### config.mk
export PLATFORM = sky130hd
export DESIGN_NAME = smd_core
export DESIGN_NICKNAME = d
export VERILOG_FILES = /design/src/hdl/smd_pkg.sv /design/src/hdl/smd_core.sv
export SDC_FILE = /design/constraint.sdc
export NUM_CORES = 1
export LEC_CHECK = 0
export BUFFER_PORTS_ARGS = -buffer_cell sky130_fd_sc_hd__buf_2
export CORE_ASPECT_RATIO = 1.75
export CORE_MARGIN = 1
export CORE_UTILIZATION = 29
export CTS_BUF_LIST = sky130_fd_sc_hd__clkbuf_16
export CTS_CLUSTER_SIZE = 16
export DETAILED_ROUTE_END_ITERATION = 10
export GPL_ROUTABILITY_DRIVEN = 0
export GPL_TIMING_DRIVEN = 0
export PLACE_DENSITY = 0.51
export SYNTH_ARGS = -nofsm -noshare
export SYNTH_HDL_FRONTEND = slang
export SYNTH_SLANG_ARGS = --single-unit
### constraint.sdc
create_clock -name clk_sys -period 3 [get_ports clk_sys]
set_input_delay 0.15 -clock clk_sys [delete_from_list [all_inputs] [get_ports clk_sys]]
set_output_delay 0.15 -clock clk_sys [all_outputs]
set_load 0.005 [all_outputs]
### src/hdl/smd_pkg.sv
// Constants and carrier types for the servo mode, enable and direction block
// Assumes one 40 MHz system clock and a synchronous active-high reset
// Overview of operation
// - Mode 0 analog speed, 1 pulse-train position, 2 analog torque.
// - Mode 3 regulates speed from one of three stored preset speeds.
// - Modes 4..9 select switchable pairs of basic modes in listed order.
// - Mode A speed with zero clamp option; B position with pulse inhibit.
// - Mode C hands drive operation to the fieldbus interface.
// - Position mode: pulse count is position, pulse rate is speed command.
// - Servo-on asserted energizes the drive; deasserted de-energizes it.
// - Servo-on request is refused while the motor is rotating.
// - Enable source 0 uses the pin, 7 forces on; latched at power-up.
// - Forced servo-on energizes as soon as main power is present.
// - Forced servo-on re-energizes automatically after an alarm reset.
// - Direction 0 counts CCW forward, 1 counts CW forward; reference polarity kept.
// - Direction setting never alters the encoder output phase relation.
// - Default direction counts CCW as forward, CW as reverse from load side.
package smd_pkg;

  localparam logic [3:0] SMD_MODE_SPEED      = 4'h0;
  localparam logic [3:0] SMD_MODE_POSITION   = 4'h1;
  localparam logic [3:0] SMD_MODE_TORQUE     = 4'h2;
  localparam logic [3:0] SMD_MODE_PRESET     = 4'h3;
  localparam logic [3:0] SMD_MODE_PAIR_FIRST = 4'h4;
  localparam logic [3:0] SMD_MODE_PAIR_LAST  = 4'h9;
  localparam logic [3:0] SMD_MODE_SPD_CLAMP  = 4'hA;
  localparam logic [3:0] SMD_MODE_POS_INHIB  = 4'hB;
  localparam logic [3:0] SMD_MODE_FIELDBUS   = 4'hC;

  localparam logic [3:0] SMD_SRC_PIN    = 4'h0;
  localparam logic [3:0] SMD_SRC_FORCED = 4'h7;

  localparam logic SMD_DIR_CCW_FWD = 1'b0;

  localparam int SMD_PRESET_COUNT = 3;
  localparam int SMD_POS_WIDTH    = 32;
  localparam int SMD_RATE_WIDTH   = 16;
  localparam int SMD_CLK_HZ       = 40_000_000;
  localparam int SMD_RATE_WIN_US  = 1000;
  localparam int SMD_RATE_WIN_CYC = SMD_CLK_HZ / 1_000_000 * SMD_RATE_WIN_US;

  // Active loop selected after mode decoding
  typedef enum logic [2:0] {
    SMD_LOOP_SPEED    = 3'h0,
    SMD_LOOP_POSITION = 3'h1,
    SMD_LOOP_TORQUE   = 3'h3,
    SMD_LOOP_PRESET   = 3'h2,
    SMD_LOOP_FIELDBUS = 3'h6
  } smd_loop_t;

  // Enable state machine, Gray along off, arming, on
  typedef enum logic [1:0] {
    SMD_ST_OFF = 2'b00,
    SMD_ST_ARM = 2'b01,
    SMD_ST_ON  = 2'b11
  } smd_state_t;

  typedef struct packed {
    smd_loop_t loop;
    logic      zero_clamp;
    logic      pulse_inhibit;
    logic      fieldbus;
  } smd_mode_t;

  typedef struct packed {
    logic enc_a;
    logic enc_b;
  } smd_enc_t;

endpackage

### src/hdl/smd_core.sv
// Servo mode selection, servo-on gating and rotation direction
// Assumes synchronous inputs on clk_sys; mode, servo-on source and direction fields are latched at power-up
`timescale 1ns/1ps
module smd_core
  import smd_pkg::*;
#(
  parameter int PRESET_WIDTH = 16
)
(
  // Clock and reset
  input  wire logic                       clk_sys,
  input  wire logic                       reset,
  // Parameter fields
  input  wire logic [3:0]                 control_mode_field,
  input  wire logic [3:0]                 servo_on_source_field,
  input  wire logic                       rotation_direction_field,
  input  wire logic [PRESET_WIDTH-1:0]    preset_speed [SMD_PRESET_COUNT],
  input  wire logic [1:0]                 preset_select,
  // Drive status and host inputs
  input  wire logic                       servo_on_in,
  input  wire logic                       main_power_ok,
  input  wire logic                       alarm_active,
  input  wire logic                       alarm_reset,
  input  wire logic                       motor_rotating,
  input  wire logic                       mode_switch,
  input  wire logic                       zero_clamp_in,
  input  wire logic                       pulse_inhibit_in,
  input  wire logic                       ref_forward,
  input  wire logic                       ref_reverse,
  input  wire logic                       ref_pulse,
  input  wire logic                       ref_pulse_dir,
  input  wire logic                       forward_limit_input,
  input  wire logic                       reverse_limit_input,
  input  wire smd_enc_t                   enc_in,
  // Outputs
  output smd_mode_t                       mode_out,
  output logic                            energized,
  output logic                            motor_invert,
  output logic                            overtravel_active,
  output logic [PRESET_WIDTH-1:0]         preset_speed_out,
  output logic signed [SMD_POS_WIDTH-1:0] position_cmd,
  output logic [SMD_RATE_WIDTH-1:0]       speed_cmd_rate,
  output smd_enc_t                        enc_out
);

  if (PRESET_WIDTH < 1 || PRESET_WIDTH > 32)
  begin
    $error("PRESET_WIDTH out of range");
  end

  // Decode one mode code plus switch level to a loop
  function automatic smd_mode_t decode_mode(input logic [3:0] code, input logic sw,
                                            input logic zc, input logic pi);
    smd_mode_t m;
    m = '{loop: SMD_LOOP_SPEED, zero_clamp: 1'b0, pulse_inhibit: 1'b0, fieldbus: 1'b0};
    unique case (code)
      SMD_MODE_SPEED:    m.loop = SMD_LOOP_SPEED;
      SMD_MODE_POSITION: m.loop = SMD_LOOP_POSITION;
      SMD_MODE_TORQUE:   m.loop = SMD_LOOP_TORQUE;
      SMD_MODE_PRESET:   m.loop = SMD_LOOP_PRESET;
      4'h4: m.loop = sw ? SMD_LOOP_SPEED    : SMD_LOOP_PRESET;
      4'h5: m.loop = sw ? SMD_LOOP_POSITION : SMD_LOOP_PRESET;
      4'h6: m.loop = sw ? SMD_LOOP_TORQUE   : SMD_LOOP_PRESET;
      4'h7: m.loop = sw ? SMD_LOOP_SPEED    : SMD_LOOP_POSITION;
      4'h8: m.loop = sw ? SMD_LOOP_TORQUE   : SMD_LOOP_POSITION;
      SMD_MODE_PAIR_LAST: m.loop = sw ? SMD_LOOP_SPEED : SMD_LOOP_TORQUE;
      SMD_MODE_SPD_CLAMP:
      begin
        m.loop       = SMD_LOOP_SPEED;
        m.zero_clamp = zc;
      end
      SMD_MODE_POS_INHIB:
      begin
        m.loop          = SMD_LOOP_POSITION;
        m.pulse_inhibit = pi;
      end
      SMD_MODE_FIELDBUS:
      begin
        m.loop     = SMD_LOOP_FIELDBUS;
        m.fieldbus = 1'b1;
      end
      default: m.loop = SMD_LOOP_SPEED;
    endcase
    return m;
  endfunction

  // Power-up latch of parameter fields
  logic       latched_reg, latched_next;
  logic [3:0] mode_code_reg, mode_code_next;
  logic       forced_reg, forced_next;
  logic       dir_reg, dir_next;

  always_comb
  begin
    latched_next   = 1'b1;
    mode_code_next = mode_code_reg;
    forced_next    = forced_reg;
    dir_next       = dir_reg;
    if (!latched_reg)
    begin
      mode_code_next = control_mode_field;
      forced_next    = (servo_on_source_field == SMD_SRC_FORCED);
      dir_next       = rotation_direction_field;
    end
  end

  always_ff @(posedge clk_sys)
  begin
    if (reset)
    begin
      latched_reg   <= 1'b0;
      mode_code_reg <= SMD_MODE_SPEED;
      forced_reg    <= 1'b0;
      dir_reg       <= SMD_DIR_CCW_FWD;
    end
    else
    begin
      latched_reg   <= latched_next;
      mode_code_reg <= mode_code_next;
      forced_reg    <= forced_next;
      dir_reg       <= dir_next;
    end
  end

  // Servo-on state machine
  smd_state_t state_reg, state_next;
  logic       req;
  logic       alarm_seen_reg, alarm_seen_next;

  always_comb
  begin
    req             = forced_reg | servo_on_in;
    state_next      = state_reg;
    alarm_seen_next = alarm_seen_reg | alarm_active;
    unique case (state_reg)
      SMD_ST_OFF:
        if (latched_reg && main_power_ok && !alarm_active && req && !motor_rotating)
        begin
          if (!alarm_seen_reg || !forced_reg || alarm_reset)
            state_next = SMD_ST_ARM;
        end
      SMD_ST_ARM:
        if (!req || alarm_active || !main_power_ok)
          state_next = SMD_ST_OFF;
        else
        begin
          state_next      = SMD_ST_ON;
          alarm_seen_next = 1'b0;
        end
      SMD_ST_ON:
        if (!req || alarm_active || !main_power_ok)
          state_next = SMD_ST_OFF;
      default: state_next = SMD_ST_OFF;
    endcase
    if (forced_reg && state_reg == SMD_ST_OFF && alarm_seen_reg && alarm_reset && !alarm_active)
      alarm_seen_next = 1'b0;
  end

  always_ff @(posedge clk_sys)
  begin
    if (reset)
    begin
      state_reg      <= SMD_ST_OFF;
      alarm_seen_reg <= 1'b0;
    end
    else
    begin
      state_reg      <= state_next;
      alarm_seen_reg <= alarm_seen_next;
    end
  end

  // Mode, direction, limit and encoder outputs
  smd_mode_t                mode_reg, mode_next;
  logic                     energized_reg, energized_next;
  logic                     inv_reg, inv_next;
  logic                     ot_reg, ot_next;
  logic [PRESET_WIDTH-1:0]  preset_reg, preset_next;
  smd_enc_t                 enc_reg, enc_next;

  always_comb
  begin
    mode_next      = decode_mode(mode_code_reg, mode_switch, zero_clamp_in, pulse_inhibit_in);
    energized_next = (state_next == SMD_ST_ON);
    inv_next       = (dir_reg != SMD_DIR_CCW_FWD);
    ot_next        = (ref_forward & ~forward_limit_input) | (ref_reverse & ~reverse_limit_input);
    preset_next    = (preset_select < 2'(SMD_PRESET_COUNT)) ? preset_speed[preset_select] : '0;
    enc_next       = enc_in;
  end

  always_ff @(posedge clk_sys)
  begin
    if (reset)
    begin
      mode_reg      <= '{loop: SMD_LOOP_SPEED, zero_clamp: 1'b0, pulse_inhibit: 1'b0, fieldbus: 1'b0};
      energized_reg <= 1'b0;
      inv_reg       <= 1'b0;
      ot_reg        <= 1'b0;
      preset_reg    <= '0;
      enc_reg       <= '{enc_a: 1'b0, enc_b: 1'b0};
    end
    else
    begin
      mode_reg      <= mode_next;
      energized_reg <= energized_next;
      inv_reg       <= inv_next;
      ot_reg        <= ot_next;
      preset_reg    <= preset_next;
      enc_reg       <= enc_next;
    end
  end

  // Pulse-train position and rate counters
  logic                            pulse_d_reg, pulse_d_next;
  logic signed [SMD_POS_WIDTH-1:0] pos_reg, pos_next;
  logic [SMD_RATE_WIDTH-1:0]       cnt_reg, cnt_next;
  logic [SMD_RATE_WIDTH-1:0]       rate_reg, rate_next;
  logic [31:0]                     win_reg, win_next;
  logic                            edge_ok;

  always_comb
  begin
    pulse_d_next = ref_pulse;
    edge_ok      = ref_pulse & ~pulse_d_reg & energized_reg & (mode_reg.loop == SMD_LOOP_POSITION)
                   & ~mode_reg.pulse_inhibit;
    pos_next     = pos_reg;
    cnt_next     = cnt_reg;
    rate_next    = rate_reg;
    win_next     = win_reg + 32'h1;
    if (edge_ok)
    begin
      pos_next = ref_pulse_dir ? pos_reg - 1 : pos_reg + 1;
      cnt_next = cnt_reg + 1'b1;
    end
    if (win_reg >= 32'(SMD_RATE_WIN_CYC - 1))
    begin
      win_next  = '0;
      rate_next = cnt_next;
      cnt_next  = '0;
    end
  end

  always_ff @(posedge clk_sys)
  begin
    if (reset)
    begin
      pulse_d_reg <= 1'b0;
      pos_reg     <= '0;
      cnt_reg     <= '0;
      rate_reg    <= '0;
      win_reg     <= '0;
    end
    else
    begin
      pulse_d_reg <= pulse_d_next;
      pos_reg     <= pos_next;
      cnt_reg     <= cnt_next;
      rate_reg    <= rate_next;
      win_reg     <= win_next;
    end
  end

  assign mode_out          = mode_reg;
  assign energized         = energized_reg;
  assign motor_invert      = inv_reg;
  assign overtravel_active = ot_reg;
  assign preset_speed_out  = preset_reg;
  assign position_cmd      = pos_reg;
  assign speed_cmd_rate    = rate_reg;
  assign enc_out           = enc_reg;

endmodule

==> run metrics <==
outcome=complete, no violations; fraction of registers with async set/reset=0%; Starting Density=between 20% and 30%; RSZ-0062 raised after global routing=no; post-layout net count=roughly 1,100; Final Skew=between 0.01 and 0.015 ns; WHS=between 0.03 and 0.04 ns; worst-path cell chain=ha_1 > clkbuf_1 > nand4_1 > nor2_1 > nand2_1 > o21ai_0 > o31ai_2 > o31ai_1 > nor4b_1 > a211o_1; crit path DAT=between 3 and 4 ns; Die ar.=approximately 23,000 sq um; Min-Delay Path Class=input port to flip-flop; Fin. Hold Viols=0; first-pass GRT wire length=roughly 30 mm; syn_area_per_cell=8.33 sq um; TritonCTS Buffers=17; R2R depth=10; IO Pins=between 150 and 200; vias in the first global route=between 6,000 and 7,000; largest net degree at the start of global routing=33; Filler cells=around 2,300; # placed instances=about 1,200; synthesized area=6470 sq um; Tot Pwr=around 4.3 mW; Leak Pwr=3.75 nW; DRC Markers=0; Pins Over Slew Limit=0; Congestion Overflow GR=0; #FFs+latches synth=around 130; H-tree depth=4; share of cells above drive strength 1=roughly 20%; Die Span Y=between 150 and 200 um; Final min period=~2.8 ns; Iter 0 DRT Violations=between 200 and 300; Yosys warning count=0; Setup CP Type=flip-flop to flip-flop; max-cap violations=0; post-synthesis sequential area ratio=41.5%; core area=~22,000 sq um; FMAX=351 MHz; Clock Tree Buf Depth=2; initial antenna violation count=0; Post-Syn Instances=just under 800; wire per inst=approximately 15 um; IO buf count=149; Yosys top cell area share=about 41%; reg2reg end=position_cmd[30]$_SDFFE_PP0P_; standard-cell row count=a little over 70; Vias=approximately 6,100; Root Driver=clkbuf_16; Worst-path clk slew=0.07 ns; Slew headroom=between 50% and 60%; vias per inst=roughly 4.7; Finish-stage setup viols=0; # diodes=0; top_reg_cell synth=dfxtp_1; Final Util=39.3%; drt first pass iters=4; most frequent cell after synthesis=dfxtp_1; hold_sp=preset_speed[23]; GRT Util Overall=between 10% and 20%; number of synthesized flops with an enable pin=0; hold path cells=3; remaining antenna violation count=0; peak supply drop=around 0.00026 V; Critical Path Max Stage Delay=about 0.52 ns; CP startpoint kind=flip-flop; non-filler cells, final=roughly 1,300; Worst-Skew Late Latency=~0.42 ns; Critical R2R Launch=position_cmd[17]$_SDFFE_PP0P_; most frequent cells after synthesis=dfxtp_1 (134), nor2_1 (128), a21oi_1 (83); post-synth top area cell=dfxtp_1; hpwl dp=about 15 mm; Cell variety after synth=54; R2R setup slack=~0.15 ns; CTS tree=yes; ranking of synthesized cells by area=dfxtp_1 (41%), nor2_1 (7.4%), a21oi_1 (6.4%); Chip Width=approximately 110 um; Worst path slowest cell=o21ai_0; Critical Path Fanout Max=8; Hold Path End=preset_speed_out[7]$_SDFF_PP0_; Tightest Pin Transition=0.709 ns; Tcrit/Tclk final=94.9%; CTS sink count=around 130; Area growth syn-to-layout=31.8%; WL final=19.2 mm; Worst EP required=between 3 and 4 ns; PD cells=around 500 nW/um^2; CP Capture Type=flip-flop
==> worst max-delay path by stage <==
| stage | depth (start not counted) | startpoint | endpoint | slack, ns |
|---|---|---|---|---|
| after floorplan | 10 | position_cmd[20]$_SDFFE_PP0P_ | position_cmd[31]$_SDFFE_PP0P_ | 0.68 |
| after global placement | 11 | ref_pulse_dir | position_cmd[31]$_SDFFE_PP0P_ | -0.55 |
| after detailed placement | 11 | ref_pulse_dir | position_cmd[31]$_SDFFE_PP0P_ | -0.54 |
| after CTS | 9 | position_cmd[0]$_SDFFE_PP0P_ | position_cmd[30]$_SDFFE_PP0P_ | 0.09 |
| after global routing | 10 | position_cmd[16]$_SDFFE_PP0P_ | position_cmd[30]$_SDFFE_PP0P_ | 0.01 |
| final | 10 | position_cmd[17]$_SDFFE_PP0P_ | position_cmd[30]$_SDFFE_PP0P_ | 0.15 |
==> cells by family after synthesis <==
kind of cell             Yosys count  synth area share (%)
multiplexers                      24                  3.73
AND/OR/NAND/NOR                  299                  21.2
AO/OA/AOI/OAI                    176                  16.0
buffers and inverters             50                  3.08
other                              1                0.0580
flip-flops                       134                  41.5
XOR/XNOR                          59                  7.99
adder cells (fa/ha/maj)           33                  6.50
==> metrics by stage <==
stage | setup TNS [ns] | cell area, sq um | worst slack (ns)
6_report | 0 | 8520 | 0.152
2_1_floorplan | 0 | 6520 | 0.676
3_3_place_gp | -2.26 | 7630 | -0.546
5_1_grt | 0 | 8520 | 0.0132
4_1_cts | 0 | 8510 | 0.0926
3_5_place_dp | -2.03 | 7630 | -0.542
==> report_power, final <==
part | internal, mW | switching [mW]
clock network | 1.25 | 0.877
logic | 0.149 | 0.177
registers | 1.82 | 0.0127
==> area by class of cell <==
cell class | count | area [sq um] | share of cell area, %
Buffer | 40 | 161 | 1.89
Inverter | 10 | 37.5 | 0.441
Sequential cell | 134 | 2680 | 31.5
Timing Repair Buffer | 176 | 1020 | 12.0
Clock buffer | 17 | 425 | 4.99
Clock inverter | 15 | 169 | 1.98
Multi-Input combinational cell | 607 | 3660 | 43.0
Tap cell | 292 | 365 | 4.29
==> per-layer routing <==
metal,up-vias,track usage [%],wire length [um]
met5,-,0,0
met4,0,8.90,643
met3,35,3.76,549
met2,109,32.2,10700
met1,2819,17.2,7360
li1,3097,-,-
==> placed cells by master, fill, tap and decap left out, drive strengths merged, types with 6 or more instances in the layout <==
cell,n
xnor2,34
nor2b,6
nand2,79
mux2i,23
dfxtp,134
ha,32
xor2,25
inv,17
nand3,16
nor3,10
nor4,6
o21ai,43
a21o,10
and2,7
a21oi,84
buf,161
conb,16
dlygate4sd3,27
clkbuf,45
and3,10
nand4,13
nor2,128
==> critical path, delay by kind of cell (launching register included) <==
family / cells / cell delay (ns)
fa+ha+maj: 1 / 0.27
compound gates: 4 / 1.32
buf+inv: 1 / 0.28
flops: 1 / 0.34
simple gates: 4 / 0.52
==> timing repair <==
action                     in CTS  in global routing
setup endpoints to repair       2                  4
hold endpoints to repair       25                  0
hold buffers                   27                  0
gates resized for setup         3                  2
buffers inserted                0                  0
Note: power is estimated with default switching activity, not from simulation.
